## config.mk

```make
export PLATFORM = sky130hd
export DESIGN_NAME = csct_cycle_timer
export DESIGN_NICKNAME = d
export VERILOG_FILES = /design/src/core/csct_pkg.sv /design/src/core/csct_cycle_timer.sv /design/src/core/csct_timer_bank.sv
export SDC_FILE = /design/constraint.sdc
export NUM_CORES = 1
export LEC_CHECK = 0
export ABC_AREA = 1
export CORE_ASPECT_RATIO = 1.75
export CORE_MARGIN = 2
export CORE_UTILIZATION = 60
export DETAILED_ROUTE_END_ITERATION = 8
export DONT_BUFFER_PORTS = 1
export PLACE_DENSITY = 0.84
export SETUP_SLACK_MARGIN = 0.05
export SYNTH_ARGS = -nofsm -noshare
export SYNTH_HDL_FRONTEND = slang
export SYNTH_SLANG_ARGS = --single-unit
```

## constraint.sdc

```tcl
create_clock -name pclk -period 4.95 [get_ports pclk]
set_clock_uncertainty 0.15 [all_clocks]
set_input_delay 0.99 -clock pclk [delete_from_list [all_inputs] [get_ports pclk]]
set_output_delay 0.99 -clock pclk [all_outputs]
set_load 0.02 [all_outputs]
```

## src/core/csct_pkg.sv

```systemverilog
package csct_pkg;
    // Register offsets (byte addresses = index * 4)
    localparam logic [7:0] CSCT_IDX_SETUP0 = 8'h3a;
    localparam logic [7:0] CSCT_IDX_CMD0 = 8'h3b;
    localparam logic [7:0] CSCT_IDX_REC0 = 8'h3c;
    localparam logic [7:0] CSCT_IDX_SETUP1 = 8'h3d;
    localparam logic [7:0] CSCT_IDX_CMD1 = 8'h3e;
    localparam logic [7:0] CSCT_IDX_REC1 = 8'h3f;
    localparam logic [7:0] CSCT_IDX_CTRL = 8'h40;
    localparam logic [7:0] CSCT_IDX_STAT = 8'h41;
    localparam logic [7:0] CSCT_IDX_RDATA = 8'h42;
    // Reset values of timer sets zero and one
    localparam logic [7:0] CSCT_RST_SETUP0 = 8'h01;
    localparam logic [7:0] CSCT_RST_CMD0 = 8'h05;
    localparam logic [7:0] CSCT_RST_REC0 = 8'h00;
    localparam logic [7:0] CSCT_RST_SET1 = 8'h00;
    // Timing register fields
    localparam int CSCT_PRES_MSB = 7;
    localparam int CSCT_PRES_LSB = 6;
    localparam int CSCT_VAL_MSB = 5;
    // Prescale factors for codes 00..11
    localparam logic [12:0] CSCT_PRES0 = 13'h0001;
    localparam logic [12:0] CSCT_PRES1 = 13'h0010;
    localparam logic [12:0] CSCT_PRES2 = 13'h0100;
    localparam logic [12:0] CSCT_PRES3 = 13'h1000;
    // Card clock is two host clocks; wait hold and late limits in card clocks
    localparam logic [1:0] CSCT_TCP_HALF = 2'h1;
    localparam logic [18:0] CSCT_WAIT_HOLD = 19'h00002;
    localparam logic [18:0] CSCT_IS16_LIMIT = 19'h00003;
    localparam logic [18:0] CSCT_WDATA_LEAD = 19'h00002;
    // Control register bits
    localparam int CSCT_CTRL_GO = 0;
    localparam int CSCT_CTRL_WR = 1;
    localparam int CSCT_CTRL_IO = 2;
    localparam int CSCT_CTRL_WORD = 3;
    localparam int CSCT_CTRL_SET = 4;
    localparam int CSCT_CTRL_ATTR = 5;
    localparam int CSCT_CTRL_SYS8 = 6;
    localparam int CSCT_CTRL_ADDR_LSB = 8;
    localparam int CSCT_CTRL_WDATA_LSB = 16;
    localparam logic [31:0] CSCT_BAD_READ = 32'h00000000;

    // Access phases, Gray along idle-setup-command-recovery
    typedef enum logic [1:0] {
        CSCT_IDLE = 2'b00,
        CSCT_SETUP = 2'b01,
        CSCT_CMD = 2'b11,
        CSCT_REC = 2'b10
    } csct_phase_t;

    // Card-side outputs travel together
    typedef struct packed {
        logic [7:0] addr;
        logic [15:0] wdata;
        logic wdata_oe;
        logic attr_n;
        logic low_byte_enable_n;
        logic high_byte_card_enable_n;
        logic mem_read_strobe_n;
        logic mem_write_strobe_n;
        logic io_read_strobe_n;
        logic io_write_strobe_n;
    } csct_card_t;

    // Decoded phase length: prescale * multiplier + 1 card clocks
    function automatic logic [18:0] csct_len(input logic [7:0] r);
        logic [12:0] p;
        p = CSCT_PRES0;
        case (r[CSCT_PRES_MSB:CSCT_PRES_LSB])
            2'b01: p = CSCT_PRES1;
            2'b10: p = CSCT_PRES2;
            2'b11: p = CSCT_PRES3;
            default: p = CSCT_PRES0;
        endcase
        return 19'(p) * 19'(r[CSCT_VAL_MSB:0]) + 19'h00001;
    endfunction : csct_len
endpackage : csct_pkg

```

## src/core/csct_cycle_timer.sv

```systemverilog
`timescale 1ns/1ps
`default_nettype none
// What this block does
// - Each phase lasts prescale times multiplier plus one card clocks.
// - Phases count in card clocks of two host clocks each.
// - Address, attribute, enables and write data stand the setup count before strobe, except the I/O high-byte enable, which waits for the indication.
// - Command strobe stays low at least the command count.
// - Address and write data hold the recovery count after strobe rises.
// - Timer set zero resets to 01h, 05h and 00h.
// - Each set owns setup, command and recovery registers at 3Ah-3Fh.
// - Strobe stays low two card clocks after wait is released.
// - Late word indication is ignored; high-byte enable stays inactive.
// - High-byte enable falls no sooner than one card clock after indication.
// - On 8-bit systems write data leads strobe release by two card clocks.
// - Timing register: prescale code in bits 7-6, multiplier in 5-0.
module csct_cycle_timer (
    // Clock and reset
    input wire logic pclk,
    input wire logic presetn,
    // APB slave
    input wire logic psel,
    input wire logic penable,
    input wire logic pwrite,
    input wire logic [11:0] paddr,
    input wire logic [31:0] pwdata,
    output logic [31:0] prdata,
    output logic pready,
    output logic pslverr,
    // Card side
    output csct_pkg::csct_card_t card,
    input wire logic card_wait_n,
    input wire logic io_word_width_indication_n,
    input wire logic [15:0] card_rdata
);
    import csct_pkg::*;

    typedef struct packed {
        csct_phase_t phase;
        logic tick;
        logic [18:0] cnt;
        logic [18:0] elapsed;
        logic [18:0] hold;
        logic waited;
        logic is16_seen;
        logic [7:0] ctrl;
        logic [7:0] addr;
        logic [15:0] wdata;
        logic [15:0] rdata;
        logic late_is16;
        logic done;
        logic rd_pend;
        csct_card_t card;
    } csct_state_t;

    csct_state_t st;
    csct_state_t next_st;
    logic [7:0] regs [0:5];
    logic [7:0] bank_rd;
    logic bank_wr;
    logic [2:0] bank_wsel;
    logic [2:0] bank_rsel;
    logic [7:0] word_idx;
    logic access;
    logic [18:0] len_s;
    logic [18:0] len_c;
    logic [18:0] len_r;
    logic is_bank;

    // Word index from byte address; registers sit one word each
    assign word_idx = paddr[9:2];
    assign is_bank = (word_idx >= CSCT_IDX_SETUP0) && (word_idx <= CSCT_IDX_REC1);
    assign access = psel && penable;
    assign bank_wr = access && pwrite && is_bank;
    assign bank_wsel = 3'(word_idx - CSCT_IDX_SETUP0);
    assign bank_rsel = is_bank ? 3'(word_idx - CSCT_IDX_SETUP0) : 3'h7;

    csct_timer_bank u_bank (
        .pclk(pclk),
        .presetn(presetn),
        .wr_en(bank_wr),
        .wr_sel(bank_wsel),
        .wr_data(pwdata[7:0]),
        .rd_sel(bank_rsel),
        .rd_data(bank_rd),
        .regs_flat(regs)
    );

    // Lengths of the selected set
    always_comb begin
        if (st.ctrl[CSCT_CTRL_SET]) begin
            len_s = csct_len(regs[3]);
            len_c = csct_len(regs[4]);
            len_r = csct_len(regs[5]);
        end else begin
            len_s = csct_len(regs[0]);
            len_c = csct_len(regs[1]);
            len_r = csct_len(regs[2]);
        end
    end

    // Bank reads need one cycle to reach the read register
    assign pready = !(is_bank && !pwrite) || st.rd_pend;
    assign pslverr = 1'b0;

    // Read mux
    always_comb begin
        if (is_bank) begin
            prdata = {24'h000000, bank_rd};
        end else if (word_idx == CSCT_IDX_CTRL) begin
            prdata = {16'h0000, st.addr, st.ctrl};
        end else if (word_idx == CSCT_IDX_STAT) begin
            prdata = {27'h0000000, st.late_is16, st.done, st.waited,
                      st.phase};
        end else if (word_idx == CSCT_IDX_RDATA) begin
            prdata = {16'h0000, st.rdata};
        end else begin
            prdata = CSCT_BAD_READ;
        end
    end

    // Sequencer: one state step per card clock
    always_comb begin
        next_st = st;
        next_st.rd_pend = access && !pwrite && is_bank && !st.rd_pend;
        next_st.tick = !st.tick;
        if (access && pwrite && word_idx == CSCT_IDX_STAT) begin
            next_st.done = 1'b0;
            next_st.late_is16 = 1'b0;
        end
        if (access && pwrite && word_idx == CSCT_IDX_CTRL && st.phase == CSCT_IDLE) begin
            next_st.ctrl = pwdata[7:0];
            next_st.addr = pwdata[CSCT_CTRL_ADDR_LSB +: 8];
            next_st.wdata = pwdata[CSCT_CTRL_WDATA_LSB +: 16];
        end
        if (st.phase == CSCT_IDLE && st.ctrl[CSCT_CTRL_GO]) begin
            // Present address, space, enables, data before strobe
            next_st.ctrl[CSCT_CTRL_GO] = 1'b0;
            next_st.phase = CSCT_SETUP;
            next_st.cnt = len_s;
            next_st.tick = 1'b0;
            next_st.elapsed = '0;
            next_st.waited = 1'b0;
            next_st.is16_seen = 1'b0;
            next_st.card.addr = st.addr;
            next_st.card.wdata = st.wdata;
            next_st.card.wdata_oe = st.ctrl[CSCT_CTRL_WR];
            next_st.card.attr_n = !st.ctrl[CSCT_CTRL_ATTR];
            next_st.card.low_byte_enable_n = 1'b0;
            next_st.card.high_byte_card_enable_n =
                st.ctrl[CSCT_CTRL_IO] || !st.ctrl[CSCT_CTRL_WORD];
        end else if (st.phase != CSCT_IDLE && st.tick) begin
            next_st.elapsed = st.elapsed + 19'h00001;
            // Word indication window and delayed high-byte enable
            if (st.ctrl[CSCT_CTRL_IO] && st.ctrl[CSCT_CTRL_WORD]) begin
                if (!io_word_width_indication_n && st.elapsed < CSCT_IS16_LIMIT) begin
                    next_st.is16_seen = 1'b1;
                end else if (!st.is16_seen && st.elapsed == CSCT_IS16_LIMIT) begin
                    next_st.late_is16 = 1'b1;
                end
                if (st.is16_seen && st.phase != CSCT_REC) begin
                    next_st.card.high_byte_card_enable_n = 1'b0;
                end
            end
            if (st.cnt > 19'h00001) begin
                next_st.cnt = st.cnt - 19'h00001;
            end
            case (st.phase)
                CSCT_SETUP: begin
                    if (st.cnt == 19'h00001) begin
                        next_st.phase = CSCT_CMD;
                        next_st.cnt = len_c;
                        next_st.hold = '0;
                        next_st.card.mem_read_strobe_n =
                            st.ctrl[CSCT_CTRL_IO] || st.ctrl[CSCT_CTRL_WR];
                        next_st.card.mem_write_strobe_n =
                            st.ctrl[CSCT_CTRL_IO] || !st.ctrl[CSCT_CTRL_WR];
                        next_st.card.io_read_strobe_n =
                            !st.ctrl[CSCT_CTRL_IO] || st.ctrl[CSCT_CTRL_WR];
                        next_st.card.io_write_strobe_n =
                            !st.ctrl[CSCT_CTRL_IO] || !st.ctrl[CSCT_CTRL_WR];
                    end
                end
                CSCT_CMD: begin
                    // Freeze count while card holds wait
                    if (!card_wait_n) begin
                        next_st.cnt = st.cnt;
                        next_st.waited = 1'b1;
                        next_st.hold = '0;
                    end else if (st.hold < CSCT_WAIT_HOLD) begin
                        next_st.hold = st.hold + 19'h00001;
                    end
                    // End after count and two clocks past wait release
                    if (card_wait_n && st.cnt == 19'h00001 &&
                            (!st.waited || st.hold >= CSCT_WAIT_HOLD)) begin
                        next_st.phase = CSCT_REC;
                        next_st.cnt = len_r;
                        next_st.rdata = card_rdata;
                        next_st.card.mem_read_strobe_n = 1'b1;
                        next_st.card.mem_write_strobe_n = 1'b1;
                        next_st.card.io_read_strobe_n = 1'b1;
                        next_st.card.io_write_strobe_n = 1'b1;
                        next_st.card.high_byte_card_enable_n = 1'b1;
                    end
                end
                CSCT_REC: begin
                    // Address and data held through recovery
                    if (st.cnt == 19'h00001) begin
                        next_st.phase = CSCT_IDLE;
                        next_st.done = 1'b1;
                        next_st.card.wdata_oe = 1'b0;
                        next_st.card.low_byte_enable_n = 1'b1;
                        next_st.card.attr_n = 1'b1;
                    end
                end
                default: next_st.phase = CSCT_IDLE;
            endcase
        end
    end

    // State register
    always_ff @(posedge pclk or negedge presetn) begin
        if (!presetn) begin
            st <= '0;
            st.card.attr_n <= 1'b1;
            st.card.low_byte_enable_n <= 1'b1;
            st.card.high_byte_card_enable_n <= 1'b1;
            st.card.mem_read_strobe_n <= 1'b1;
            st.card.mem_write_strobe_n <= 1'b1;
            st.card.io_read_strobe_n <= 1'b1;
            st.card.io_write_strobe_n <= 1'b1;
        end else begin
            st <= next_st;
        end
    end

    assign card = st.card;

    // Helper: host clocks with a strobe low
    logic [19:0] strobe_cycles;
    logic strobe_low;
    assign strobe_low = !(st.card.mem_read_strobe_n && st.card.mem_write_strobe_n &&
                          st.card.io_read_strobe_n && st.card.io_write_strobe_n);
    always_ff @(posedge pclk or negedge presetn) begin
        if (!presetn) begin
            strobe_cycles <= '0;
        end else begin
            strobe_cycles <= strobe_low ? strobe_cycles + 20'h00001 : '0;
        end
    end

    // Helper: host clocks with enables out and no strobe yet
    logic [19:0] setup_cycles;
    always_ff @(posedge pclk or negedge presetn) begin
        if (!presetn) begin
            setup_cycles <= '0;
        end else begin
            setup_cycles <= (st.phase == CSCT_SETUP && !st.card.low_byte_enable_n && !strobe_low)
                ? setup_cycles + 20'h00001 : '0;
        end
    end

    property p_cmd_min;
        @(posedge pclk) disable iff (!presetn)
        $rose(st.phase == CSCT_REC) |-> $past(strobe_cycles) + 20'h00001 >=
            20'(2 * csct_len(st.ctrl[CSCT_CTRL_SET] ? regs[4] : regs[1]));
    endproperty
    a_cmd_min: assert property (p_cmd_min) else $error("command too short");

    property p_setup_enters_cmd;
        @(posedge pclk) disable iff (!presetn)
        $rose(strobe_low) |-> setup_cycles >=
            20'(2 * csct_len(st.ctrl[CSCT_CTRL_SET] ? regs[3] : regs[0]));
    endproperty
    a_setup_enters_cmd: assert property (p_setup_enters_cmd) else $error("setup too short");

    property p_addr_stable;
        @(posedge pclk) disable iff (!presetn)
        st.phase == CSCT_REC |-> $stable(st.card.addr) && $stable(st.card.wdata);
    endproperty
    a_addr_stable: assert property (p_addr_stable) else $error("address moved");

    property p_wait_hold;
        @(posedge pclk) disable iff (!presetn)
        $rose(card_wait_n) && st.phase == CSCT_CMD |-> strobe_low [*4];
    endproperty
    a_wait_hold: assert property (p_wait_hold) else $error("strobe rose too early");

    property p_freeze;
        @(posedge pclk) disable iff (!presetn)
        st.phase == CSCT_CMD && !card_wait_n && st.tick |=> $stable(st.cnt);
    endproperty
    a_freeze: assert property (p_freeze) else $error("counter ran in wait");

    property p_order;
        @(posedge pclk) disable iff (!presetn)
        st.phase != $past(st.phase) |->
            ($past(st.phase) == CSCT_IDLE && st.phase == CSCT_SETUP) ||
            ($past(st.phase) == CSCT_SETUP && st.phase == CSCT_CMD) ||
            ($past(st.phase) == CSCT_CMD && st.phase == CSCT_REC) ||
            ($past(st.phase) == CSCT_REC && st.phase == CSCT_IDLE);
    endproperty
    a_order: assert property (p_order) else $error("phase order broken");

    property p_tick;
        @(posedge pclk) disable iff (!presetn)
        st.phase != $past(st.phase) && st.phase != CSCT_SETUP |-> $past(st.tick);
    endproperty
    a_tick: assert property (p_tick) else $error("phase off card clock");

    property p_late_is16;
        @(posedge pclk) disable iff (!presetn)
        st.late_is16 && st.phase != CSCT_IDLE |-> st.card.high_byte_card_enable_n;
    endproperty
    a_late_is16: assert property (p_late_is16) else $error("high byte after late");

    property p_word_gate;
        @(posedge pclk) disable iff (!presetn)
        st.phase != CSCT_IDLE && st.ctrl[CSCT_CTRL_IO] && !st.is16_seen |->
            st.card.high_byte_card_enable_n;
    endproperty
    a_word_gate: assert property (p_word_gate) else $error("high byte without width");

    property p_ce2_delay;
        @(posedge pclk) disable iff (!presetn)
        $fell(st.card.high_byte_card_enable_n) && st.ctrl[CSCT_CTRL_IO] |->
            $past(st.is16_seen);
    endproperty
    a_ce2_delay: assert property (p_ce2_delay) else $error("high byte too soon");

    property p_wdata_lead;
        @(posedge pclk) disable iff (!presetn)
        $rose(st.phase == CSCT_REC) && st.ctrl[CSCT_CTRL_SYS8] && st.card.wdata_oe
            |-> $past(st.card.wdata_oe, 4);
    endproperty
    a_wdata_lead: assert property (p_wdata_lead) else $error("write data late");

    property p_defaults;
        @(posedge pclk) disable iff (!presetn)
        $rose(presetn) |-> csct_len(regs[1]) == 19'h00006;
    endproperty
    a_defaults: assert property (p_defaults) else $error("bad reset timing");
endmodule : csct_cycle_timer
`default_nettype wire

```

## src/core/csct_timer_bank.sv

```systemverilog
`timescale 1ns/1ps
`default_nettype none
// Two timer sets of three registers; read data from a register
module csct_timer_bank (
    // Clock and reset
    input wire logic pclk,
    input wire logic presetn,
    // Write port
    input wire logic wr_en,
    input wire logic [2:0] wr_sel,
    input wire logic [7:0] wr_data,
    // Read port, registered
    input wire logic [2:0] rd_sel,
    output logic [7:0] rd_data,
    // Live view for the sequencer
    output logic [7:0] regs_flat [0:5]
);
    import csct_pkg::*;

    typedef struct packed {
        logic [5:0][7:0] r;
        logic [7:0] rd;
    } csct_bank_t;

    csct_bank_t st;
    csct_bank_t next_st;

    // Writes and registered read
    always_comb begin
        next_st = st;
        if (wr_en && wr_sel < 3'h6) begin
            next_st.r[wr_sel] = wr_data;
        end
        next_st.rd = (rd_sel < 3'h6) ? st.r[rd_sel] : 8'h00;
    end

    // Set zero comes up at its defaults
    always_ff @(posedge pclk or negedge presetn) begin
        if (!presetn) begin
            st.r[0] <= CSCT_RST_SETUP0;
            st.r[1] <= CSCT_RST_CMD0;
            st.r[2] <= CSCT_RST_REC0;
            st.r[3] <= CSCT_RST_SET1;
            st.r[4] <= CSCT_RST_SET1;
            st.r[5] <= CSCT_RST_SET1;
            st.rd <= 8'h00;
        end else begin
            st <= next_st;
        end
    end

    assign rd_data = st.rd;
    always_comb begin
        for (int i = 0; i < 6; i++) begin
            regs_flat[i] = st.r[i];
        end
    end
endmodule : csct_timer_bank
`default_nettype wire

```

# Yosys cells after proc, flatten, opt, wreduce, memory -nomap -nowiden
# Index checks and enable logic that the tools add are counted.
# word_totals
reg_bits	201
in_bits	67
elab_cells	221
# classes
addsub	10
multipliers	6
order_cmp	11
eq_ne	35
mux	69
n_bitwise	1
reduce_logical	57
# ops
operator	count
$pmux 13 s3	6
$mux 19	10
$add 19x1->19 const B	8
$mul 13x6->19	6
$mux 13	6
$pmux 19 s2	2
$mux 16	4
$mux 59	1
$bwmux 48	1
$lt 19x2->1 const B	2
$mux 38	1
$mux 8	4
$eq 2x2->1 const B	14
$mux 25	1
$bmux 8 s3	1
$demux 8 s3	1
$eq 8x7->1 const B	3
$logic_and 1x1->1	21
$eq 19x1->1 const B	1
$eq 19x2->1 const B	1
$ge 19x2->1 const B	1
$gt 19x1->1 const B	1
$sub 19x1->19 const B	1
$mux 2	9
other kinds (26)	83

# Depth between registers and ports, before layout
# Gate-level depths: netlist of run 1.
# depth
word_depth	10
mapped_depth	22
mapped_depth_nobuf	21

# Hierarchy
# A second synthesis of run 1 with hierarchy kept.
# hier_totals
hier_cells	2403
area_unflattened_um2	16482.1
# by_module_without_submodules
module	n_inst	cells_per_inst	area_per_inst_um2	seq_area_each_um2
csct_cycle_timer	1	2075	13743.2	3637.2
csct_timer_bank	1	328	2738.9	1405.1

# Least setup slack after synthesis of run 1
# OpenSTA, ideal clock, no wires.
# synth_timing
path_type	in2out
startpoint	input port paddr[2]
endpoint	output port prdata[0]
arrival_time_ns	2.256
t_required_ns	3.810
slack_ns	1.554
path_stages	4
path_buffers	1
cell_sequence	clkbuf_1 -> nor4_1 -> inv_1 -> o2111ai_1
# synth_between
elab_chain_len	5
elab_cells_between_ends	10
# synth_rtl
element	line	source
start: declaration	csct_cycle_timer.sv:24	input wire logic [11:0] paddr,
$eq 8x7->1	csct_cycle_timer.sv:114	end else if (word_idx == CSCT_IDX_RDATA) begin
$mux 16	csct_cycle_timer.sv:114	
$mux 16	csct_cycle_timer.sv:111	end else if (word_idx == CSCT_IDX_STAT) begin
$mux 16	csct_cycle_timer.sv:109	end else if (word_idx == CSCT_IDX_CTRL) begin
$mux 16 *	csct_cycle_timer.sv:107	if (is_bank) begin
end: declaration	csct_cycle_timer.sv:26	output logic [31:0] prdata,
# Every way passes the cells marked *; elsewhere a longest branch is shown, timed or not.

# Final worst setup path of run 1
# layout_timing
startpoint	input port paddr[9]
endpoint	output port prdata[3]
# Same word-level chain as after synthesis.

==> qor.log, run 1 <==
INFO  sta            worstMarginPinSlew=1.00ns
INFO  die            floorplan_row_count=80
INFO  sta            max_clock_freq=251MHz
INFO  clock_tree     numClockSinks=201
INFO  global_routing grt.overflow.total=0
INFO  drt            routed_wire_length_per_instance=19.2um
INFO  sta            final_cycle_share=0.804
INFO  yosys          count_of_state_elements_after_synthesis=201
INFO  clock_tree     clk_latency=0.50ns
INFO  yosys          number_of_synthesized_flops_with_an_enable_pin=0
INFO  placement      io_buffer_count=0
INFO  drt            drt-pass1-iter-count=7
INFO  sta            final_period_minus_worst_setup_slack=3.98ns
INFO  sta            rsz0062_at_grt=no
INFO  power          peakVddDrop=0.000435V
INFO  cells_and_area fillcell_total=2,483
INFO  global_routing first_global_vias=16,400
INFO  setup_path     crit_type=in -> out
INFO  power          total_power_divided_by_cell_area=281nW/um^2
INFO  cells_and_area ff_latch_area=5040um^2
INFO  setup_path     cpMaxStageDelayCell=nor4_1
INFO  global_routing grt_first_pass_wirelength=82,200um
INFO  drt            routed_wirelength=51,700um
INFO  global_routing grt_antenna_before_repair=0
INFO  clock_tree     hold_fix_buffer_count_after_cts=0
INFO  clock_tree     clkSlewWorstSetupHoldPaths=0.07ns
INFO  die            floorplan.io_pins=133
INFO  setup_path     path_cells=nor2_1 > and3_1 > inv_1 > nor4_1 > inv_1 > o2111ai_1
INFO  setup_path     cp_data_arrival_time=2.84ns
INFO  placement      detailed_place.area=16,400um^2
INFO  drt            detail_route.drc_violations=0
INFO  cells_and_area final_core_util=0.627
INFO  die            initial_util=0.606
INFO  placement      dp.final_hpwl=40,500um
INFO  drt            postRouteAntennaNets=0
INFO  clock_tree     clock_path_buffers=3
INFO  setup_path     startpoint_type_of_the_worst_setup_path=input port
INFO  cells_and_area multi_input_area=9750um^2
INFO  sta            setup_violations=0
INFO  clock_tree     cts-htree-levels=1
INFO  die            floorplan.die.height=223um
INFO  setup_path     sort_of_element_at_the_end_of_the_critical_path=primary output
INFO  setup_path     cp_top_family=simple AND/OR/NAND/NOR gates
INFO  cells_and_area area_growth=3.35%
INFO  run            maxCapViolations=0
INFO  cells_and_area final_common_cell=nand2_1
INFO  yosys          synthesis.area=16,400um^2
INFO  setup_path     critical-path-top-cell-by-count=inv_1
INFO  power          p_leak=8.42nW
INFO  die            placeableCoreArea=27,000um^2
INFO  cells_and_area nets=2,563
INFO  yosys          synth_cells=2,416
INFO  yosys          share_of_flip_flops_with_an_asynchronous_set_or_reset=1.00
INFO  power          fin_total_pwr=4.76mW
INFO  setup_path     largest_stage_delay_on_the_critical_path=0.67ns
INFO  sta            worst_slew_margin=0.325
INFO  clock_tree     postCtsSetupBuffers=0
INFO  setup_path     ff_to_ff_end=st[140]$_DFFE_PN0P_
INFO  clock_tree     cts.root.buffer_cell=clkbuf_16
INFO  die            chipWidth=129um
INFO  yosys          avgSynthCellArea=6.78um^2
INFO  drt            via_count=16,200
INFO  yosys          synth_sequential_area_ratio=0.308
INFO  sta            fin_setup_tns=0ns
INFO  min_path       hold_class=in -> async
INFO  setup_path     reg2reg_from=u_bank.regs_flat[30]$_DFFE_PN0P_
INFO  setup_path     ff2ff_path_depth=18
INFO  global_routing grt_start_max_net_pins=202
INFO  setup_path     crit_fanout=5
INFO  global_routing track_usage=0.364
INFO  setup_path     buffers_and_inverters_on_the_worst_path=2
INFO  drt            drt_first_iter_violations=1,344
INFO  cells_and_area layout_common_cells=nand2_1 (598), nor2_1 (376), inv_1 (280)
INFO  yosys          yosys_warnings=0
INFO  die            die_area=28,700um^2
INFO  cells_and_area ratio_of_cells_with_drive_above_1_in_the_final_layout=0.0577
INFO  sta            fin_max_slew_vios=0
INFO  placement      gp_congestion=1.06
INFO  clock_tree     postCtsResizedCells=0
INFO  cells_and_area cell_area_after_layout=16,900um^2
INFO  setup_path     regToRegSetupSlack=1.25ns
INFO  yosys          yosysUniqueCellTypes=57
INFO  clock_tree     cts_inserted_buffers=18
INFO  cells_and_area antennaDiodeCount=0
INFO  sta            timing.final.hold_violations=0
INFO  yosys          synth_flop_cell=dfrtp_1
INFO  drt            detail_route.vias_per_cell=6.01
INFO  clock_tree     clock_tree_from_tritoncts=done
INFO  outcome        status=complete, no violations
INFO  setup_path     critical_path_required=3.81ns
## worst max path at each step
stage	startpoint	end	slack (ns)	cells after the start
after floorplan	paddr[2]	prdata[0]	1.55	4
after detailed placement	paddr[9]	prdata[0]	1.08	6
after global placement	paddr[9]	prdata[0]	1.11	6
final	paddr[9]	prdata[3]	0.97	6
after global routing	paddr[9]	prdata[3]	0.80	6
after CTS	paddr[9]	prdata[0]	1.00	6
## synthesized netlist by cell type, types with 7 or more instances
master	count	area share
o211ai_1	11	0.0050
dfrtp_1	191	0.29
nor3_1	28	0.0086
dfstp_2	10	0.016
buf_4	50	0.023
nor2_1	376	0.086
a21oi_1	115	0.035
o22ai_1	7	0.0027
inv_1	280	0.064
ha_1	135	0.10
nand3_1	205	0.063
nand4_1	28	0.011
or2_2	15	0.0057
nor2_4	8	0.0055
o32ai_1	7	0.0037
buf_2	8	0.0024
nand2_1	598	0.14
o21ai_0	142	0.043
o21bai_1	11	0.0050
mux2_4	9	0.0082
nor2_2	12	0.0046
mux2_2	31	0.021
nand3b_1	13	0.0060
a31oi_1	10	0.0038
clkbuf_1	35	0.0080
xor2_1	10	0.0053
## metal layers
metal | share of wire | GRT usage | wire [um] | vias to the layer above
met5 | 0 | 0 | 0 | -
met4 | 0.097 | 0.303 | 5030 | 0
met3 | 0.063 | 0.0515 | 3240 | 270
met2 | 0.50 | 0.642 | 25800 | 776
met1 | 0.34 | 0.372 | 17700 | 7490
li1 | - | - | - | 7706
## cells by family (layout without fill, tap and decap cells)
logic type / after synthesis / after routing / synth area share
AO/OA/AOI/OAI: 327 / 327 / 0.111
adder cells (fa/ha/maj): 135 / 135 / 0.103
multiplexers: 41 / 41 / 0.0302
buffers and inverters: 389 / 330 / 0.102
other: 1 / 17 / 0.000229
XOR/XNOR: 14 / 14 / 0.00748
AND/OR/NAND/NOR: 1308 / 1308 / 0.339
flip-flops: 201 / 201 / 0.308
## power breakdown
part	switching [mW]	internal, mW	leakage, nW
clock	0.635	0.783	0.282
combinational	0.881	0.417	5.42
sequential	0.237	1.81	2.72
## final cells by class
type	instances	area share
Multi-Input combinational cell	1842	0.576
Clock inverter	6	0.00428
Sequential cell	201	0.298
Inverter	290	0.0643
Tap cell	328	0.0242
Clock buffer	26	0.0302
Timing Repair Buffer	8	0.00355
## registers in the layout, indices dropped and copies added (netlist names)
| name | count |
|---|---|
| card | 32 |
| st | 113 |
| u_bank.rd_data | 8 |
| u_bank.regs_flat | 48 |
## per-stage QoR
step,worst slack (ns),std cells,hold slack [ns]
3_3_place_gp,1.11,2669,0.306
5_1_grt,0.801,2701,0.0273
6_report,0.970,2701,0.0404
2_1_floorplan,1.55,2432,0.292
4_1_cts,1.00,2701,0.0274
3_5_place_dp,1.08,2669,0.320
Power figures use the tool's default switching activity.
==> inputs of run 2 (changes only) <==
==> constraint.sdc (replaced) <==
create_clock -name pclk -period 3.81 [get_ports pclk]
set_clock_uncertainty 0.15 [all_clocks]
set_input_delay 0.762 -clock pclk [delete_from_list [all_inputs] [get_ports pclk]]
set_output_delay 0.762 -clock pclk [all_outputs]
set_load 0.02 [all_outputs]
==> run 2 against run 1 <==
Net effect:
- the run now ends with negative hold slack left
- sequential power up 29%
- utilization rose by 0.34 points
- via count is 0.28% higher
- highest routed layer unchanged
- cell count grew 0.59%
- critical endpoint is now st[134]$_DFFE_PN0P_
- combinational power grew 33%
- worst hold slack worse by 0.22 ns
- wire length is 0.63% lower
- final area is 0.54% higher
- register-to-register slack got worse by 0.96 ns
- critical path depth grew 10
- setup slack got worse by 0.68 ns
==> qor.log, run 2 (synthesis gave the netlist of run 1 again) <==
INFO  sta            setup_violations=0 [unchanged]
INFO  drt            drt-pass1-iter-count=6 [-1]
INFO  cells_and_area final_core_util=0.630 [+0.00338]
INFO  setup_path     critical_path.startpoint=u_bank.regs_flat[30]$_DFFE_PN0P_
INFO  sta            timing.final.hold_violations=191 [+191]
INFO  global_routing grt.overflow.total=0 [unchanged]
INFO  global_routing groute.layer.met2.usage=0.639 [-0.00256]
INFO  die            placeableCoreArea=27,000um^2 [unchanged]
INFO  setup_path     sort_of_element_at_the_end_of_the_critical_path=flop
INFO  cells_and_area nets=2,580 [+0.66%]
INFO  global_routing globalRoute.busiestLayer=met2
INFO  drt            routed_wire_length_per_instance=18.9um [-1.2%]
INFO  power          p_sw=2.26mW [+29%]
INFO  clock_tree     clk_latency=0.50ns [about the same]
INFO  sta            final_period_minus_worst_setup_slack=3.52ns
INFO  sta            fin_setup_tns=0ns [unchanged]
INFO  die            floorplan.die.height=223um [unchanged]
INFO  setup_path     cp_data_arrival_time=3.79ns [+0.95 ns]
INFO  setup_path     ff2ff_path_depth=16 [-2]
INFO  cells_and_area fillcell_total=2,468 [-0.60%]
INFO  drt            routed_wirelength=51,400um [-0.63%]
INFO  setup_path     critical_path_required=4.07ns [+0.26 ns]
INFO  power          power_share_of_the_clock_group=0.282 [-0.016]
INFO  setup_path     cpMaxStageDelayCell=dfrtp_1
INFO  cells_and_area ratio_of_cells_with_drive_above_1_in_the_final_layout=0.0657 [+0.00799]
INFO  drt            via_count=16,300 [+0.28%]
INFO  global_routing grtUsageMet1=0.365 [-0.00768]
INFO  placement      dp.final_hpwl=40,300um [-0.30%]
INFO  drt            detail_route.drc_violations=0 [unchanged]
INFO  die            chipWidth=129um [unchanged]
INFO  cells_and_area final_cells=2,717 [+0.59%]
INFO  setup_path     regToRegSetupSlack=0.29ns [-0.96 ns]
INFO  clock_tree     clock_tree_from_tritoncts=done
INFO  sta            max_clock_freq=284MHz
INFO  setup_path     ff_to_ff_end=st[134]$_DFFE_PN0P_
INFO  min_path       hold_class=in -> async
INFO  clock_tree     cts_inserted_buffers=17 [-1]
INFO  setup_path     startpoint_type_of_the_worst_setup_path=flop
INFO  die            floorplan.io_pins=133 [unchanged]
INFO  setup_path     crit_path_capture=st[134]$_DFFE_PN0P_
INFO  global_routing grt_start_max_net_pins=202 [unchanged]
INFO  power          fin_total_pwr=6.10mW [+28%]
INFO  sta            timing.hold.ws=-0.180ns [-0.220 ns]
INFO  sta            worst_slew_margin=0.528 [+0.203]
INFO  sta            rsz0062_at_grt=no
INFO  clock_tree     clock_path_buffers=3 [unchanged]
INFO  power          power.internal=3.84mW [+27%]
INFO  die            die_area=28,700um^2 [unchanged]
INFO  power          sw_frac_of_total=0.371 [+0.00260]
INFO  power          comb_power_share=0.283 [+0.010]
INFO  setup_path     crit_fanout=6 [+1]
INFO  clock_tree     clkSlewWorstSetupHoldPaths=0.07ns [about the same]
INFO  cells_and_area largest_reg_flops=113 [unchanged]
INFO  power          peakVddDrop=0.000492V [+13%]
INFO  sta            fin_max_slew_vios=0 [unchanged]
INFO  die            floorplan_row_count=80 [unchanged]
INFO  clock_tree     postCtsSetupBuffers=0 [unchanged]
INFO  outcome        status=finished, violations left
INFO  setup_path     crit_type=reg -> reg
INFO  sta            final_cycle_share=0.925
INFO  outcome        violations=negative hold slack
INFO  power          pwr-share-seq=0.434 [+0.004]
INFO  cells_and_area layout_common_cells=nand2_1 (598), nor2_1 (376), inv_1 (280)
INFO  power          p_leak=8.49nW [+0.92%]
INFO  drt            detail_route.vias_per_cell=5.99 [-0.31%]
INFO  global_routing global_routing_met3_resource_utilization=0.0563 [+0.00482]
INFO  clock_tree     cts-htree-levels=1 [unchanged]
INFO  clock_tree     cts.root.buffer_cell=clkbuf_16
INFO  setup_path     reg2reg_from=u_bank.regs_flat[30]$_DFFE_PN0P_
INFO  setup_path     largest_stage_delay_on_the_critical_path=0.47ns [-0.20 ns]
INFO  setup_path     path_cells=inv_1 > or2_2 > nor2_1 > ha_1 > ha_1 > ha_1 > nand2_1 > o21bai_1 > nand3_1 > nand2_1 > nand2_1 > nand3_1 > nand3_1 > nand3_1 > nand2_1 > a21oi_1
INFO  sta            worstMarginPinSlew=0.708ns [-0.295 ns]
INFO  cells_and_area final_common_cell=nand2_1
INFO  cells_and_area area_growth=3.91%
INFO  power          total_power_divided_by_cell_area=358nW/um^2 [+27%]
INFO  global_routing grt_first_pass_wirelength=81,600um [-0.74%]
INFO  global_routing track_usage=0.363 [-0.00167]
INFO  placement      numPlacedInstances=2,687 [+0.67%]
INFO  global_routing first_global_vias=16,400 [-0.43%]
INFO  drt            postRouteAntennaNets=0 [unchanged]
INFO  global_routing grt_antenna_before_repair=0 [unchanged]
INFO  clock_tree     numClockSinks=201 [unchanged]
INFO  cells_and_area antennaDiodeCount=0 [unchanged]
INFO  die            initial_util=0.606 [unchanged]
INFO  run            maxCapViolations=0 [unchanged]
INFO  cells_and_area regMostFlops=st
INFO  placement      io_buffer_count=0 [unchanged]
INFO  placement      gp_congestion=1.04 [-2.0%]
INFO  drt            drt_first_iter_violations=1,296 [-3.6%]
## run 2: final cells by class
cell class	instances	area (um^2)	share of cell area
inverter	290	1090	0.0639
sequential	201	5040	0.296
multi-input combinational	1842	9760	0.573
clock buffer	26	509	0.0299
clock inverter	4	23.8	0.00140
tap	328	410	0.0241
timing repair buffer	26	195	0.0115
## run 2: metal layers
metal / vias to the layer above / routed length [um]
met1: 7493 / 17500
met2: 758 / 25500
li1: 7754 / -
met3: 283 / 3110
met4: 0 / 5290
met5: - / 0
## run 2: critical path, delay by kind of cell, from the launching register on
family / cells / cell delay (ns)
AOI/OAI and AO/OA: 2 / 0.47
and+or+nand+nor: 10 / 1.46
buffers and inverters: 1 / 0.08
adders and majority gates: 3 / 0.79
DFF: 1 / 0.47
## run 2: worst min path at each step
stage                           endpoint  slack, ns  depth (start not counted)
floorplan               st[33]$_DFF_PN0_       0.29                          2
global placement    card[23]$_DFFE_PN0P_       0.31                          2
detailed placement  card[15]$_DFFE_PN0P_       0.32                          2
CTS                   st[84]$_DFFE_PN0P_      -0.19                          0
global route         st[133]$_DFFE_PN0P_      -0.18                          0
finish                st[91]$_DFFE_PN0P_      -0.18                          0
## run 2: repair_timing
action / in CTS / in global routing
resized for setup: 0 / 3
endpoints found under the hold margin: 191 / 191
setup endpoints to repair: 0 / 4
## run 2: stage by stage
stage | worst slack, ns | area, um^2
final | 0.286 | 17000
after global routing | 0.0948 | 17000
after CTS | 0.301 | 17000
after detailed placement | 0.322 | 16500
after global placement | 0.377 | 16500
after floorplan | 0.870 | 16400
## run 2: power groups by stage
| stage | combinational (mW) | sequential [mW] | clock [mW] |
|---|---|---|---|
| 2_1_floorplan | 1.35 | 2.56 | 0 |
| 3_3_place_gp | 1.64 | 2.67 | 0 |
| 3_5_place_dp | 1.68 | 2.68 | 0 |
| 4_1_cts | 1.69 | 2.64 | 1.73 |
| 5_1_grt | 1.92 | 2.67 | 1.80 |
| 6_report | 1.73 | 2.65 | 1.72 |
